**src/design/fsr_defs.svh**
```systemverilog
`ifndef FSR_DEFS_SVH
`define FSR_DEFS_SVH

// ----------------------------------------
// instruction opcodes
// ----------------------------------------
`define FSR_OP_LATCH_ON 8'h06
`define FSR_OP_LATCH_OFF 8'h04
`define FSR_OP_STAT_RD 8'h05
`define FSR_OP_STAT3_RD 8'h95
`define FSR_OP_STAT_WR 8'h01
`define FSR_OP_QPI 8'h38
`define FSR_OP_QRST 8'hff
`define FSR_OP_OTP 8'h3a
`define FSR_OP_PP 8'h02
`define FSR_OP_SE 8'h20
`define FSR_OP_HBE 8'h52
`define FSR_OP_BE 8'hd8
`define FSR_OP_CE 8'hc7
`define FSR_OP_CE2 8'h60

// ----------------------------------------
// status field positions
// ----------------------------------------
`define FSR_B_BUSY 0
`define FSR_B_LATCH 1
`define FSR_B_PROT 7
`define FSR_B_KBL 6
`define FSR_B_SIDE 5
`define FSR_B_LOCK0 7
`define FSR_B_PINOFF 6
`define FSR_B_COMPL 4
`define FSR_B_BOOT 3
`define FSR_B_LOCK1 2
`define FSR_B_LOCK2 1
`define FSR_OTP_MASK 8'hde
`define FSR_NV_MASK 8'hfc
`define FSR_SR_RESET 8'h00
`define FSR_SR3_RESET 8'h00

// ----------------------------------------
// timing
// ----------------------------------------
`define FSR_CLK_NS 10
`define FSR_TW_NS 10000
`define FSR_TW_CYC ((`FSR_TW_NS + `FSR_CLK_NS - 1) / `FSR_CLK_NS)

`endif

```
**src/design/fsr_pkg.sv**
```systemverilog
package fsr_pkg;

  // ----------------------------------------
  // link phases
  // ----------------------------------------
  typedef enum logic [2:0] {
    PH_IDLE, PH_OPC, PH_ADDR, PH_DATA, PH_PAGE, PH_OUT, PH_DONE
  } fsr_phase_t;

  // array operation kinds
  typedef enum logic [2:0] {
    K_NONE, K_PP, K_SE, K_HBE, K_BE, K_CE
  } fsr_kind_t;

  // request to the array engine
  typedef struct packed {
    logic valid;
    fsr_kind_t kind;
    logic [23:0] addr;
  } fsr_op_t;

  // whole state of the status block
  typedef struct packed {
    fsr_phase_t phase;
    logic [7:0] opc;
    logic [4:0] cnt;
    logic [23:0] addr;
    logic [7:0] data;
    logic [7:0] shout;
    logic [3:0] dq_out;
    logic [3:0] dq_oe;
    logic extra;
    logic quad;
    logic otp;
    logic wr_latch;
    logic busy;
    logic st_wr;
    logic [15:0] tmr;
    logic [7:0] nv;
    logic [7:0] otpb;
    logic [7:0] sr3;
    fsr_op_t req;
    logic prev_sck;
    logic prev_cs_n;
  } fsr_state_t;

endpackage

```
**src/design/fsr_sync.sv**
```systemverilog
`timescale 1ns/1ps
`default_nettype none

// two-flop synchroniser for pins from outside the clock domain
module fsr_sync #(
  parameter int W = 1
) (
  // clock and reset
  input wire logic clk,
  input wire logic nrst,
  // pins in, synced out
  input wire logic [W-1:0] d,
  output logic [W-1:0] q
);

  logic [W-1:0] meta; // first stage, read only by q

  // ----------------------------------------
  // two stages
  // ----------------------------------------
  always_ff @(posedge clk or negedge nrst) begin
    if (!nrst) begin
      meta <= '0;
      q <= '0;
    end else begin
      meta <= d;
      q <= meta;
    end
  end

endmodule

`default_nettype wire

```
**src/design/fsr_core.sv**
```systemverilog
// How it works
// write disable clears latch or leaves otp
// host sends write disable as lone byte
// latch clears at reset and op completion
// status readable anytime, even while busy
// status byte repeats while select stays low
// host polls busy before new instruction
// normal layout protect,size,side,bp,latch,busy
// otp layout locks,disable,complement,boot,busy
// busy high during write, program, erase
// latch low refuses writes, programs, erases
// programs or erases touching protection ignored; chip erase ignores complement
// chip erase only with block protect zero
// protect bit with wp low blocks writes
// size and top/bottom select, default zero
// security locks one time, block page writes
// boot lock freezes size, side, region
// pin disable makes wp and hold ignored
// quad read and quad enable always accepted
// complement inverts the protected region
// third status register read repeats
// quad enable makes all transfers nibble wide
// write enable sets the latch
// sample on rising, shift out on falling
// status and opcodes msb first
`timescale 1ns/1ps
`default_nettype none
`include "fsr_defs.svh"

module fsr_core #(
  parameter int ADDR_W = 21,
  parameter int TW_CYC = `FSR_TW_CYC
) (
  // clock and reset
  input wire logic CLK_SYS,
  input wire logic NRST,
  // serial link pins
  input wire logic SPI_SCK,
  input wire logic SPI_CS_N,
  input wire logic [3:0] DQ_IN,
  output logic [3:0] DQ_OUT,
  output logic [3:0] DQ_OE,
  // array engine
  output fsr_pkg::fsr_op_t ARRAY_REQ,
  input wire logic ARRAY_DONE,
  // status view
  output logic [7:0] STATUS_BYTE,
  output logic QUAD_MODE
);

  // ----------------------------------------
  // pin synchronisers
  // ----------------------------------------
  logic [5:0] pins; // synced sck, inverted cs_n, dq
  logic sck; // synced serial clock
  logic cs_n; // synced select
  logic [3:0] dq; // synced data lines

  fsr_sync #(.W(6)) u_sync (
    .clk(CLK_SYS),
    .nrst(NRST),
    .d({SPI_SCK, ~SPI_CS_N, DQ_IN}),
    .q(pins)
  );

  assign sck = pins[5];
  // select is synced inverted so the flops reset to deselected
  assign cs_n = ~pins[4];
  assign dq = pins[3:0];

  fsr_pkg::fsr_state_t s; // registered state
  fsr_pkg::fsr_state_t next_s; // next state

  // ----------------------------------------
  // protection check
  // ----------------------------------------
  // true when the target range touches protected data
  function automatic logic blocked(fsr_pkg::fsr_kind_t k, logic [23:0] a,
                                   logic [7:0] n, logic [7:0] o, logic otpm);
    logic [31:0] mem;
    logic [31:0] unit;
    logic [31:0] span;
    logic [31:0] sz;
    logic [31:0] lo;
    logic [31:0] hi;
    logic [31:0] tlo;
    logic [31:0] thi;
    logic [31:0] blo;
    logic hit;
    mem = 32'h1 << ADDR_W;
    // size bit picks 4KB sector or 64KB block unit
    unit = n[`FSR_B_KBL] ? 32'h1000 : 32'h10000;
    case (k)
      fsr_pkg::K_PP: span = 32'h100;
      fsr_pkg::K_SE: span = 32'h1000;
      fsr_pkg::K_HBE: span = 32'h8000;
      default: span = 32'h10000;
    endcase
    tlo = {8'h00, a} & (mem - 32'h1) & ~(span - 32'h1);
    thi = tlo + span - 32'h1;
    // block protect field grows the region in powers of two
    if (n[4:2] == 3'h0) begin
      sz = 32'h0;
    end else begin
      sz = unit << (32'(n[4:2]) - 32'h1);
    end
    if (sz > mem) begin
      sz = mem;
    end
    // top/bottom bit places the region
    lo = n[`FSR_B_SIDE] ? 32'h0 : mem - sz;
    hi = n[`FSR_B_SIDE] ? sz - 32'h1 : mem - 32'h1;
    hit = (sz != 32'h0) && (tlo <= hi) && (thi >= lo);
    // complement protects everything outside the region
    if (o[`FSR_B_COMPL]) begin
      hit = (sz == 32'h0) || (tlo < lo) || (thi > hi);
    end
    // boot lock pins the selected unit at its end
    blo = n[`FSR_B_SIDE] ? 32'h0 : mem - unit;
    if (o[`FSR_B_BOOT] && (tlo <= blo + unit - 32'h1) && (thi >= blo)) begin
      hit = 1'b1;
    end
    // otp mode targets the security pages
    if (otpm) begin
      case (a[13:12])
        2'h0: hit = o[`FSR_B_LOCK0];
        2'h1: hit = o[`FSR_B_LOCK1];
        2'h2: hit = o[`FSR_B_LOCK2];
        default: hit = 1'b1;
      endcase
    end
    return hit;
  endfunction

  // ----------------------------------------
  // status images
  // ----------------------------------------
  logic [7:0] sr_live; // status byte as read now
  logic hw_prot; // hardware protected mode
  logic sck_rise; // serial clock rising
  logic sck_fall; // serial clock falling
  logic cs_rise; // select released
  logic [2:0] step; // bits per edge

  always_comb begin
    // otp layout or normal layout, busy always in bit 0
    if (s.otp) begin
      sr_live = s.otpb & `FSR_OTP_MASK;
    end else begin
      sr_live = {s.nv[7:2], s.wr_latch, 1'b0};
    end
    sr_live[`FSR_B_BUSY] = s.busy;
  end

  // wp is dq2 only in single mode and only while pins are enabled
  assign hw_prot = s.nv[`FSR_B_PROT] & ~dq[2] & ~s.quad & ~s.otpb[`FSR_B_PINOFF];
  assign sck_rise = sck & ~s.prev_sck;
  assign sck_fall = ~sck & s.prev_sck;
  assign cs_rise = cs_n & ~s.prev_cs_n;
  assign step = s.quad ? 3'h4 : 3'h1;

  // ----------------------------------------
  // next state
  // ----------------------------------------
  always_comb begin
    next_s = s;
    next_s.prev_sck = sck;
    next_s.prev_cs_n = cs_n;
    next_s.req.valid = 1'b0;
    // write cycle timer and array completion end the busy time
    if (s.busy) begin
      if (s.st_wr) begin
        if (s.tmr == 16'h0) begin
          next_s.busy = 1'b0;
          next_s.wr_latch = 1'b0;
        end else begin
          next_s.tmr = s.tmr - 16'h1;
        end
      end else if (ARRAY_DONE) begin
        next_s.busy = 1'b0;
        next_s.wr_latch = 1'b0;
      end
    end
    if (cs_n) begin
      // deselected: release the lines, run a finished instruction
      next_s.phase = fsr_pkg::PH_IDLE;
      next_s.dq_oe = 4'h0;
      next_s.cnt = 5'h0;
      next_s.extra = 1'b0;
      if (cs_rise && !s.extra &&
          (s.phase == fsr_pkg::PH_DONE || s.phase == fsr_pkg::PH_PAGE)) begin
        case (s.opc)
          `FSR_OP_LATCH_ON: begin
            if (!s.busy) begin
              next_s.wr_latch = 1'b1;
            end
          end
          `FSR_OP_LATCH_OFF: begin
            // leaving otp mode takes priority over the latch
            if (s.otp) begin
              next_s.otp = 1'b0;
            end else begin
              next_s.wr_latch = 1'b0;
            end
          end
          `FSR_OP_QPI: begin
            next_s.quad = 1'b1;
          end
          `FSR_OP_QRST: begin
            next_s.quad = 1'b0;
          end
          `FSR_OP_OTP: begin
            next_s.otp = 1'b1;
          end
          `FSR_OP_STAT_WR: begin
            // refused without latch, while busy, or when locked by wp
            if (s.wr_latch && !s.busy && !hw_prot) begin
              if (s.otp) begin
                next_s.otpb = s.otpb | (s.data & `FSR_OTP_MASK);
              end else begin
                next_s.nv = s.data & `FSR_NV_MASK;
                if (s.otpb[`FSR_B_BOOT]) begin
                  next_s.nv[`FSR_B_KBL] = s.nv[`FSR_B_KBL];
                  next_s.nv[`FSR_B_SIDE] = s.nv[`FSR_B_SIDE];
                end
              end
              next_s.busy = 1'b1;
              next_s.st_wr = 1'b1;
              next_s.tmr = 16'(TW_CYC);
            end
          end
          `FSR_OP_CE, `FSR_OP_CE2: begin
            if (s.wr_latch && !s.busy && s.nv[4:2] == 3'h0 && !s.otp &&
                !s.otpb[`FSR_B_BOOT]) begin
              next_s.req = '{1'b1, fsr_pkg::K_CE, 24'h0};
              next_s.busy = 1'b1;
              next_s.st_wr = 1'b0;
            end
          end
          default: begin
            // program and erase reach here after their address
            if (s.phase == fsr_pkg::PH_PAGE && s.wr_latch && !s.busy) begin
              if (!blocked(s.req.kind, s.addr, s.nv, s.otpb, s.otp)) begin
                next_s.req = '{1'b1, s.req.kind, s.addr};
                next_s.busy = 1'b1;
                next_s.st_wr = 1'b0;
              end
            end
          end
        endcase
      end
    end else if (sck_rise) begin
      // capture on the rising edge, msb first
      case (s.phase)
        fsr_pkg::PH_IDLE, fsr_pkg::PH_OPC: begin
          if (s.quad) begin
            next_s.opc = {s.opc[3:0], dq};
          end else begin
            next_s.opc = {s.opc[6:0], dq[0]};
          end
          next_s.cnt = s.cnt + 5'(step);
          next_s.phase = fsr_pkg::PH_OPC;
          if (s.cnt + 5'(step) == 5'd8) begin
            next_s.cnt = 5'h0;
            next_s.phase = fsr_pkg::PH_DONE;
            case (next_s.opc)
              `FSR_OP_STAT_RD: begin
                next_s.phase = fsr_pkg::PH_OUT;
                next_s.shout = sr_live;
              end
              `FSR_OP_STAT3_RD: begin
                next_s.phase = fsr_pkg::PH_OUT;
                next_s.shout = s.sr3;
              end
              `FSR_OP_STAT_WR: next_s.phase = fsr_pkg::PH_DATA;
              `FSR_OP_PP: begin
                next_s.phase = fsr_pkg::PH_ADDR;
                next_s.req.kind = fsr_pkg::K_PP;
              end
              `FSR_OP_SE: begin
                next_s.phase = fsr_pkg::PH_ADDR;
                next_s.req.kind = fsr_pkg::K_SE;
              end
              `FSR_OP_HBE: begin
                next_s.phase = fsr_pkg::PH_ADDR;
                next_s.req.kind = fsr_pkg::K_HBE;
              end
              `FSR_OP_BE: begin
                next_s.phase = fsr_pkg::PH_ADDR;
                next_s.req.kind = fsr_pkg::K_BE;
              end
              default: next_s.phase = fsr_pkg::PH_DONE;
            endcase
          end
        end
        fsr_pkg::PH_ADDR: begin
          if (s.quad) begin
            next_s.addr = {s.addr[19:0], dq};
          end else begin
            next_s.addr = {s.addr[22:0], dq[0]};
          end
          next_s.cnt = s.cnt + 5'(step);
          if (s.cnt + 5'(step) == 5'd24) begin
            next_s.cnt = 5'h0;
            next_s.phase = fsr_pkg::PH_PAGE;
          end
        end
        fsr_pkg::PH_DATA: begin
          if (s.quad) begin
            next_s.data = {s.data[3:0], dq};
          end else begin
            next_s.data = {s.data[6:0], dq[0]};
          end
          next_s.cnt = s.cnt + 5'(step);
          if (s.cnt + 5'(step) == 5'd8) begin
            next_s.cnt = 5'h0;
            next_s.phase = fsr_pkg::PH_DONE;
          end
        end
        fsr_pkg::PH_PAGE: begin
          // page data bits are not captured here; erases take none
          if (s.req.kind != fsr_pkg::K_PP) begin
            next_s.extra = 1'b1;
          end
        end
        fsr_pkg::PH_DONE: begin
          // any bit past the last one cancels the instruction
          next_s.extra = 1'b1;
        end
        fsr_pkg::PH_OUT: begin
          next_s.extra = 1'b0;
        end
        default: next_s.phase = fsr_pkg::PH_IDLE;
      endcase
    end else if (sck_fall && s.phase == fsr_pkg::PH_OUT) begin
      // shift out on the falling edge, reload after each byte
      if (s.quad) begin
        next_s.dq_out = s.shout[7:4];
        next_s.dq_oe = 4'hf;
        next_s.shout = {s.shout[3:0], 4'h0};
      end else begin
        next_s.dq_out = {2'b00, s.shout[7], 1'b0};
        next_s.dq_oe = 4'h2;
        next_s.shout = {s.shout[6:0], 1'b0};
      end
      next_s.cnt = s.cnt + 5'(step);
      if (s.cnt + 5'(step) == 5'd8) begin
        next_s.cnt = 5'h0;
        next_s.shout = (s.opc == `FSR_OP_STAT3_RD) ? s.sr3 : sr_live;
      end
    end
  end

  // ----------------------------------------
  // state register
  // ----------------------------------------
  always_ff @(posedge CLK_SYS or negedge NRST) begin
    if (!NRST) begin
      s <= '0; // latch, busy, modes cleared at power-up
      s.nv <= `FSR_SR_RESET;
      s.sr3 <= `FSR_SR3_RESET;
      s.prev_cs_n <= 1'b1;
    end else begin
      s <= next_s;
    end
  end

  // ----------------------------------------
  // outputs
  // ----------------------------------------
  assign DQ_OUT = s.dq_out;
  assign DQ_OE = s.dq_oe;
  assign ARRAY_REQ = s.req.valid ? s.req : '0;
  assign STATUS_BYTE = sr_live;
  assign QUAD_MODE = s.quad;

endmodule

`default_nettype wire

```
**config.mk**
```make
export PLATFORM = sky130hd
export DESIGN_NAME = fsr_core
export DESIGN_NICKNAME = d
export VERILOG_FILES = /design/src/design/fsr_pkg.sv /design/src/design/fsr_sync.sv /design/src/design/fsr_core.sv
export VERILOG_INCLUDE_DIRS = /design/src /design/src/design
export SDC_FILE = /design/constraint.sdc
export NUM_CORES = 1
export LEC_CHECK = 0
export ABC_CLOCK_PERIOD_IN_PS = 6700
export BUFFER_PORTS_ARGS = -buffer_cell sky130_fd_sc_hd__buf_4
export CORE_MARGIN = 3
export CORE_UTILIZATION = 25
export DETAILED_ROUTE_END_ITERATION = 8
export GPL_ROUTABILITY_DRIVEN = 1
export GPL_TIMING_DRIVEN = 0
export HOLD_SLACK_MARGIN = 0.02
export MAX_ROUTING_LAYER = met4
export PLACE_DENSITY_LB_ADDON = 0.05
export SLEW_MARGIN = 20
export SYNTH_ARGS = -nofsm -noshare
export SYNTH_HDL_FRONTEND = slang
export SYNTH_SLANG_ARGS = --single-unit
```
**constraint.sdc**
```tcl
create_clock -name CLK_SYS -period 6.7 [get_ports CLK_SYS]
set_input_delay 0.67 -clock CLK_SYS [delete_from_list [all_inputs] [get_ports CLK_SYS]]
set_output_delay 0.67 -clock CLK_SYS [all_outputs]
set_load 0.02 [all_outputs]
```
Yosys cells after proc, flatten, opt, wreduce, memory -nomap -nowiden --
Cells that the tools add are included. W data, S select, Z words.
Operators by class: add/subtract/negate cells 11, $lt $le $gt $ge 7, equality and inequality tests 51, shift operators 1, multiplexer cells 97, bitwise logic cells 22, reduce and logical (&&, ||, !) cells 62
Operators by type and width (count):
- $mux W32 | 18
- $mux W28 | 5
- $sub A32 B1 Y32 const B | 4
- $mux W8 | 14
- $mux W16 | 5
- $mux W35 | 2
- $ge A32 B32 Y1 | 2
- $le A32 B32 Y1 | 2
- $pmux W28 S2 | 1
- $pmux W17 S3 | 1
- $eq A8 B8 Y1 const B | 5
- $mux W34 | 1
- $add A32 B17 Y32 | 1
- $add A32 B32 Y32 | 1
- $and A21 B32 Y32 | 1
- $gt A32 B22 Y1 const B | 1
- $gt A32 B32 Y1 | 1
- $logic_not A32 Y1 | 1
- $lt A32 B32 Y1 | 1
- $not A32 Y32 | 1
- $reduce_bool A32 Y1 | 1
- $shl A17 B32 Y32 | 1
- $sub A22 B32 Y32 const A | 1
- $mux W5 | 6
- 60 further kinds | 174
Word-level totals: register bits 142, word-level logic and storage cells 276

Longest topological paths before layout --
Gate-level depths: netlist of run 1.
word-level depth 30, gate-level depth with buffers 26

Cells and area by module --
Synthesis of run 1 repeated with hierarchy kept, for this count alone.
Second synthesis, totals: cells, all modules 1125, area, all modules 9955.8 µm²
By module, submodules not included:
- fsr_core | times used 1, cells an instance 1113, area an instance 9655.5 µm², sequential area each 3154.3 µm²
- fsr_sync | times used 1, cells an instance 12, area an instance 300.3 µm², sequential area each 300.3 µm²

Least setup slack after synthesis of run 1 --
OpenSTA, ideal clock, no wires.
path kind reg2reg, from register s[27] (netlist bit), to register s[70] (netlist bit), arrival time 5479 ps, data required time 6578 ps, setup slack 1099 ps, stages on the path, launching flop included 26, buffers on the path 2, period minus slack after synthesis 5601 ps, cells stage by stage dfrtp_1 -> inv_1 -> or3_1 -> ha_1 -> xor2_1 -> nand2_1 -> ha_1 -> inv_1 -> ha_1 -> a2111oi_0 -> o21ai_2 -> a221oi_2 -> o21bai_1 -> a21oi_1 -> xnor2_1 -> ha_1 -> nand4_4 -> or4_4 -> o41ai_2 -> a31oi_1 -> a211o_1 -> o21ai_2 -> nand4b_1 -> buf_6 -> buf_12 -> o2111a_1
On the way: word-level cells in the longest chain between the ends 22, elaborated cells between the ends (all ways) 34, those cells by class add/sub (3); order compare (6); eq/ne (4); mux (12); bitwise (2); reduce/logical (7)
Ends and longest elaborated chain:
- start: declaration | RTL line fsr_core.sv:71 | fsr_pkg::fsr_state_t s;
- start signal: assignment | RTL line fsr_core.sv:364 | s <= next_s;
- $eq A3 B2 Y1 / $eq A3 B1 Y1 (equally long branches) | RTL line fsr_core.sv:93 | case (k)
- $pmux W17 S3 * | RTL line fsr_core.sv:93
- $mux W32 * | RTL line fsr_core.sv:242 | if (s.phase == fsr_pkg::PH_PAGE && s.wr_latch && !s.busy) begin
- $mux W32 * | RTL line fsr_core.sv:192 | case (s.opc)
- $mux W32 * | RTL line fsr_core.sv:190 | if (cs_rise && !s.extra &&
- $mux W32 * | RTL line fsr_core.sv:184 | if (cs_n) begin
- $sub A32 B1 Y32 | RTL line fsr_core.sv:99 | tlo = {8'h00, a} & (mem - 32'h1) & ~(span - 32'h1);
- $not A32 Y32 | RTL line fsr_core.sv:99
- [6 not listed]
- $mux W1 * | RTL line fsr_core.sv:120 | if (o[`FSR_B_BOOT] && (tlo <= blo + unit - 32'h1) && (thi >= blo)) begin
- $mux W1 * | RTL line fsr_core.sv:124 | if (otpm) begin
- $mux W1 * | RTL line fsr_core.sv:242
- $mux W1 * | RTL line fsr_core.sv:192
- $mux W1 * | RTL line fsr_core.sv:190
- $mux W1 * | RTL line fsr_core.sv:184
- $ne A3 B1 Y1 (no source line) *
- $reduce_and A7 Y1 (no source line) *
Mark *: on every way between the ends. The rest lies on a longest branch, timed or not. The select of a mux whose other input is x is not followed. A chain may end at the register's enable or synchronous reset.

Worst setup path after layout of run 1 --
from register s[28] (netlist bit), to register s[22] (netlist bit)
On the way: word-level cells in the longest chain between the ends 22, elaborated cells between the ends (all ways) 34, those cells by class add/sub (3); order compare (6); eq/ne (4); mux (12); bitwise (2); reduce/logical (7)
Ends and longest elaborated chain (RTL line):
- $eq A3 B2 Y1 / $eq A3 B1 Y1 (equally long branches) | fsr_core.sv:93
- $pmux W17 S3 * | fsr_core.sv:93
- $mux W32 * | fsr_core.sv:242
- $mux W32 * | fsr_core.sv:192
- $mux W32 * | fsr_core.sv:190
- $mux W32 * | fsr_core.sv:184
- $sub A32 B1 Y32 | fsr_core.sv:99
- $not A32 Y32 | fsr_core.sv:99
- [6 not listed]
- $mux W1 * | fsr_core.sv:120
- $mux W1 * | fsr_core.sv:124
- $mux W1 * | fsr_core.sv:242
- $mux W1 * | fsr_core.sv:192
- $mux W1 * | fsr_core.sv:190
- $mux W1 * | fsr_core.sv:184
- $ne A2 B1 Y1 (no source line) *
- $reduce_and A6 Y1 (no source line) *
Marked as above.

==> results of run 1 <==
==> cell usage in the layout (no fill, tap or decap), types with 5 or more instances in the layout <==
master	instances
nand4_1	6
dfrtp_1	137
xnor2_1	17
nand4b_1	5
a31oi_1	10
mux2_2	13
xor2_1	12
conb_1	5
a211oi_1	12
a21o_1	20
a31o_2	5
nor3_1	19
or3_1	14
clkbuf_1	46
ha_1	98
nor2b_1	11
nand3_1	33
clkbuf_16	17
nor4_1	6
o21ai_0	40
o21ai_1	13
mux2i_1	66
a21oi_1	88
buf_4	66
and2_1	38
o21a_1	10
nand2b_1	13
and3_1	8
nor2_1	111
inv_1	66
buf_2	5
nand2_1	120
==> per-layer routing <==
metal	track usage	part of all wire	vias to the layer above	routed length [um]
li1	-	-	4129	-
met3	0.0223	0.021	14	625
met4	0.0337	0.011	0	331
met1	0.208	0.50	3957	15200
met5	-	0	-	0
met2	0.235	0.47	91	14000
==> cell usage after synthesis, drive strengths merged (3+ instances only) <==
cell	count	area, um^2
dfrtp	137	3430
nand2	120	450
nor2	111	417
ha	98	1230
a21oi	89	449
inv	67	251
mux2i	66	661
o21ai	56	292
clkbuf	42	158
and2	39	245
nand3	33	165
buf	22	170
a21o	20	150
nor3	19	95.1
xnor2	17	149
mux2	16	180
or3	14	87.6
nand2b	13	81.3
a211oi	12	90.1
xor2	12	105
nor2b	11	68.8
a31oi	10	62.6
o21a	10	75.1
and3	8	50.1
nand4	8	71.3
a31o	6	52.6
nor4	6	37.5
nand4b	5	43.8
nand3b	4	30.0
nor3b	4	41.3
o21bai	4	30.0
o41ai	4	80.1
or4	4	33.8
a2111oi	3	26.3
a221oi	3	38.8
a22oi	3	22.5
and4	3	26.3
o31ai	3	22.5
==> through the flow <==
| stage | util | cells | setup TNS, ns | setup slack, ns | power, mW |
|---|---|---|---|---|---|
| floorplan | - | 1138 | 0 | 1.10 | 1.02 |
| global placement | 0.283 | 1709 | -2.29 | -0.135 | 1.10 |
| detailed placement | 0.284 | 1710 | -1.41 | -0.101 | 1.10 |
| CTS | 0.299 | 1740 | 0 | 0.0378 | 2.09 |
| global route | 0.300 | 1743 | 0 | 0.0170 | 2.15 |
| finish | 0.300 | 1743 | 0 | 0.340 | 2.05 |
==> what timing repair did <==
action / CTS / global route
setup endpoints to repair: 20 / 25
setup buffers: 0 / 3
pin swaps: 0 / 2
gates resized for setup: 2 / 2
endpoints found under the hold margin: 0 / 0
==> state kept, by name, summed over array words and instances (netlist names) <==
register     flops
s              118
u_sync.meta      6
DQ_OE            2
u_sync.q         6
STATUS_BYTE      1
QUAD_MODE        1
DQ_OUT           4
==> how the worst max path moves through the flow <==
| stage | startpoint | endpoint | slack [ns] | cells past startpoint |
|---|---|---|---|---|
| after CTS | s[28] | s[22] | 0.04 | 25 |
| after global routing | s[48] | s[8] | 0.02 | 24 |
| after floorplan | s[27] | s[70] | 1.10 | 25 |
| after detailed placement | s[28] | s[22] | -0.10 | 25 |
| after global placement | s[28] | s[22] | -0.13 | 25 |
| final | s[28] | s[22] | 0.34 | 24 |
==> logic make-up (layout without fill, tap and decap cells) <==
group | after synthesis | in the layout | share of synthesized area
buffers and inverters | 131 | 218 | 0.0581
XOR/XNOR | 29 | 29 | 0.0255
other | 1 | 5 | 0.000376
multiplexers | 82 | 82 | 0.0843
adder cells (fa/ha/maj) | 99 | 99 | 0.125
AO/OA/AOI/OAI | 245 | 245 | 0.160
flip-flops | 138 | 138 | 0.346
AND/OR/NAND/NOR | 409 | 409 | 0.201
==> final cells by class <==
class                      instances  area share
timing repair buffer              57      0.0390
sequential                       138       0.296
tap                              518      0.0554
buffer                            64      0.0280
multi-input combinational        869       0.511
inverter                          67      0.0215
clock inverter                     8      0.0104
clock buffer                      22      0.0389
==> worst max-delay path: stages, from the launching register on <==
cell,delay [ns]
dfrtp_1,0.47
or3_1,0.49
ha_1,0.25
xor2_1,0.15
nand2_1,0.09
ha_1,0.28
inv_1,0.04
ha_1,0.36
a2111oi_2,0.35
o21ai_2,0.15
a221oi_4,0.36
o21bai_1,0.10
a21oi_1,0.18
xnor2_1,0.16
ha_1,0.38
nand4_4,0.11
or4_4,0.53
o41ai_2,0.43
a31oi_1,0.14
a211o_1,0.31
o21ai_2,0.25
nand4b_1,0.16
buf_6,0.19
buf_12,0.16
mux2i_1,0.12
==> power breakdown <==
group,switching [mW],internal (mW)
logic,0.133,0.0768
registers,0.0193,0.855
clock network,0.371,0.590
==> results by group, run 1 <==
Run status
  • Outcome: completed

Critical path
  • Critical path data required time: around 7 ns
  • Crit end category: register
  • Worst reg2reg setup slack: 0.34 ns
  • Nature of the critical path startpoint: register
  • Crit-path max FO: 10
  • FF-to-FF path depth: 24
  • Critical path arrival: between 6 and 7 ns
  • Reg-to-reg endpoint: s[22]
  • R2R Path Start: s[28]
  • WS Path Type: reg2reg

Route
  • Drt wl/cell: between 15 and 20 um
  • Final ANT Viol Nets: 0
  • Remaining DRCs: 0
  • Routed wire length: approximately 30,000 um
  • Vias per cell: between 4 and 5
  • DR iter-0 viols: 549
  • Via count: a little over 8,000
  • Drt first pass iters: 5

Pwr
  • Power density over the cells: approximately 170 nW/um^2
  • Pleak: 5.46 nW
  • Peak supply drop: between 0.1 and 0.15 mV

Floorplanning
  • Rows: 72
  • Die area: 42,300 um^2
  • Die Ht: ~210 um
  • Initial Util: 0.256
  • Core ar.: ~39,000 um^2
  • Ports: 54
  • Die W: 206 um

Clock network
  • Root buf cell: clkbuf_16
  • H-tree depth: 4
  • Clock-pin slew on the worst setup and hold paths: roughly 0.06 ns
  • Clock latency on the worst-skew pair: 0.44 ns
  • Num CTS Buffers: 17
  • Max Root-Sink Buffers: 2
  • Clock Sinks: around 140
  • CTS tree: yes
  • Post-CTS Hold Fix Bufs: 0

Global routing
  • First-pass GRT wire length: just under 50,000 um
  • Initial antenna violation count: 0
  • Overall routing resource usage: 0.151
  • Vias in the first global route: between 8,000 and 9,000
  • GRT Residual Overflow: 0
  • Pin count of the biggest net entering global routing: 81

Timing
  • Max_slew headroom: 0.379
  • Final period util: 0.949
  • Slew Viols, Final: 0
  • Peak Freq: between 150 and 200 MHz
  • Endpoints failing hold: 0
  • Skew final: 0.0131 ns
  • Final setup fails: 0
  • Fin Hold WS: roughly 0.18 ns
  • Clock period minus worst slack: 6.36 ns
  • Worst Max-Slew Pin Slew: approximately 0.93 ns
  • RSZ-0062 raised after global routing: false

Cells and area
  • # diodes: 0
  • Final Instance Area: 11,700 um^2
  • Synthesis-to-layout area growth: 17.2%
  • Storage element area: ~3500 um^2
  • # fillers: 4,163
  • Final Net Count: between 1,000 and 1,500
  • Share of cells above drive strength 1: 0.115
  • Multi-input gate area: ~6000 um^2

Place
  • Post-DP HPWL: about 23,000 um
  • Final GP Congestion: 0.798
  • Placed inst area: around 11,000 um^2
  • Port Buffers: between 50 and 60

Synth
  • Synth Instances: around 1,100
  • Synth Cell Area: around 10000 um^2
  • Register area share after synthesis: 0.346
  • Syn Area/Cell: roughly 9 um^2
  • Main synth FF type: dfrtp_1
  • Number of synthesized flops with an enable pin: 0
  • Yosys reg bits: about 140
  • Ys Warns: 0
  • Asr flop ratio synth: 1.00
  • Synth cell types: between 80 and 90

Worst hold path
  • Worst Hold Class: in2async

Flow run
  • Max-cap violations: 0
Power figures use the tool's default switching activity.
==> run 2: changes to the inputs <==
--- a/config.mk
+++ b/config.mk
@@ -8,6 +8,7 @@
 export LEC_CHECK = 0
 export ABC_CLOCK_PERIOD_IN_PS = 6700
 export BUFFER_PORTS_ARGS = -buffer_cell sky130_fd_sc_hd__buf_4
+export CORE_ASPECT_RATIO = 0.8
 export CORE_MARGIN = 3
 export CORE_UTILIZATION = 25
 export DETAILED_ROUTE_END_ITERATION = 8
==> run 2 against run 1 <==
  * Clock power decreased by 5.2%
  * Worst setup slack better by 0.047 ns
  * Largest power group unchanged
  * Count of clock-buffer cells in the layout decreased by 5
  * Largest cell class unchanged
  * Critical endpoint unchanged
==> results by group, run 2 (synthesis results as in run 1) <==
Run status
  • Outcome: completed

Timing
  • Fin worst setup slack: ~0.39 ns
  • Peak Freq: 158 MHz
  • Max_slew headroom: 0.306
  • Endpoints failing hold: 0
  • Final period util: 0.942
  • Clock period minus worst slack: 6.31 ns
  • Setup TNS: 0 ns
  • Worst Max-Slew Pin Slew: 1.03 ns
  • RSZ-0062 raised after global routing: false
  • Final setup fails: 0
  • Slew Viols, Final: 0
  • Skew final: 0.0196 ns

Place
  • Final GP Congestion: between 0.7 and 0.8
  • Port Buffers: between 50 and 60
  • Pre-CTS setup slack: -0.0683 ns
  • Post-DP HPWL: roughly 24,000 um

Critical path
  • Worst reg2reg setup slack: between 0.3 and 0.4 ns
  • FF-to-FF path depth: 25
  • Critical path arrival: approximately 6.6 ns
  • WS Path Type: reg2reg
  • Crit-path max FO: 10
  • Crit end category: register
  • CP Launch Point: s[27]
  • Reg-to-reg endpoint: s[22]
  • Crit path to: s[22]
  • Critical path data required time: roughly 7 ns
  • Nature of the critical path startpoint: register
  • R2R Path Start: s[27]

Clock network
  • Root buf cell: clkbuf_16
  • Clock latency on the worst-skew pair: between 0.4 and 0.5 ns
  • CTS tree: yes
  • Clock-pin slew on the worst setup and hold paths: 0.07 ns
  • H-tree depth: 4
  • Num CTS Buffers: 17
  • Post-CTS Hold Fix Bufs: 0
  • Max Root-Sink Buffers: 2
  • Clock Sinks: approximately 140

Route
  • Drt wl/cell: about 18 um
  • Final ANT Viol Nets: 0
  • Remaining DRCs: 0
  • Drt first pass iters: 5
  • Routed wire length: roughly 31,000 um
  • Vias per cell: roughly 4.6
  • DR iter-0 viols: about 420
  • Via count: 8,119

Cells and area
  • Final Net Count: 1,322
  • Max reg flops: approximately 120
  • # diodes: 0
  • Top Registers: s: 118 flops, u_sync.meta: 6 flops, u_sync.q: 6 flops
  • Synthesis-to-layout area growth: 17.1%
  • Share of cells above drive strength 1: 0.119
  • Fin util: 0.301
  • Most flop-heavy register: s
  • Commonest non-fill, non-tap cell in the layout: dfrtp_1
  • Most frequent cells in the layout: dfrtp_1 (137), nand2_1 (120), nor2_1 (111)

Worst hold path
  • Worst Hold Class: in2async

Pwr
  • Gate power share: 0.108
  • Sequential power share: 0.437
  • Clk pwr share: 0.455
  • Net Sw Frac: 0.293
  • Peak supply drop: approximately 0.17 mV
  • Psw: roughly 0.59 mW
  • Pleak: 5.45 nW
  • P_int: ~1.4 mW
  • Total power: around 2 mW
  • Power density over the cells: about 170 nW/um^2

Floorplanning
  • Die area: approximately 42,000 um^2
  • Die W: roughly 230 um
  • Core ar.: between 30,000 and 40,000 um^2
  • Ports: 54
  • Rows: 64
  • Initial Util: 0.257
  • Die Ht: 185 um

Global routing
  • GRT Residual Overflow: 0
  • Initial antenna violation count: 0
  • Pin count of the biggest net entering global routing: between 80 and 90
  • Vias in the first global route: approximately 8,300
  • First-pass GRT wire length: 50,500 um
  • Overall routing resource usage: 0.158

Flow run
  • Max-cap violations: 0
[run 2: changes by cell type in the layout (fill, tap and decap cells not counted)]
cell | previous run | this run
clkinvlp_4 | 1 | 2
bufinv_16 | 3 | 0
clkbuf_1 | 46 | 42
a2111oi_2 | 1 | 0
inv_8 | 0 | 3
clkbuf_8 | 1 | 0
clkinv_2 | 3 | 1
inv_6 | 0 | 4
a2111oi_1 | 0 | 1
clkinv_4 | 1 | 5
[run 2: final cells by class]
type / instances / area [um^2]
well taps: 528 / 661
flip-flops and latches: 138 / 3450
plain buffers: 64 / 328
clock buffers: 17 / 425
multi-input cells: 869 / 5970
inverters: 67 / 251
clock inverters: 15 / 133
fillers: 4188 / 27200
repair buffers: 57 / 455
[run 2: power groups by stage]
| stage | Sequential (mW) | Clock, mW | Combinational (mW) |
|---|---|---|---|
| global route | 0.879 | 0.991 | 0.248 |
| finish | 0.876 | 0.911 | 0.217 |
| detailed placement | 0.892 | 0 | 0.216 |
| floorplan | 0.882 | 0 | 0.142 |
| global placement | 0.892 | 0 | 0.215 |
| CTS | 0.876 | 0.946 | 0.218 |
[run 2: worst min path at each step]
stage,from,endpoint,slack (ns)
finish,NRST,s[66],0.16
global route,NRST,s[67],0.19
CTS,NRST,s[66],0.17
detailed placement,u_sync.meta[5],u_sync.q[5],0.33
global placement,u_sync.meta[5],u_sync.q[5],0.33
floorplan,u_sync.meta[0],u_sync.q[0],0.33
[run 2: critical path, cell delays in order (launching register included)]
cell	delay (ns)
dfrtp_1	0.45
inv_1	0.09
or3_1	0.41
ha_1	0.25
xor2_1	0.16
nand2_1	0.09
ha_1	0.29
inv_1	0.04
ha_1	0.35
a2111oi_1	0.42
o21ai_2	0.16
a221oi_4	0.34
o21bai_1	0.09
a21oi_1	0.17
xnor2_1	0.19
ha_1	0.39
nand4_4	0.10
or4_4	0.50
o41ai_2	0.38
a31oi_1	0.13
a211o_1	0.31
o21ai_2	0.24
nand4b_1	0.16
buf_6	0.19
buf_12	0.15
mux2i_1	0.11
[run 2: per-stage QoR]
step | hold slack, ns | cell area [um^2] | cells
after floorplan | 0.331 | 9990 | 1138
after global placement | 0.335 | 11100 | 1719
after detailed placement | 0.335 | 11100 | 1720
after CTS | 0.167 | 11700 | 1752
after global routing | 0.188 | 11700 | 1755
final | 0.158 | 11700 | 1755
[run 2: repair_timing]
action / 4_1_cts / 5_1_grt
setup buffers: 0 / 3
endpoints found under the setup margin: 20 / 25
gates resized for setup: 1 / 3
pin swaps: 0 / 2
[run 2: layer usage]
metal  vias to the layer above  track usage  routed length [um]
li1                       4153            -                   -
met1                      3873        0.244               18000
met2                        79        0.214               12300
met3                        14       0.0256                 637
met4                         0       0.0273                 193
met5                         -            -                   0
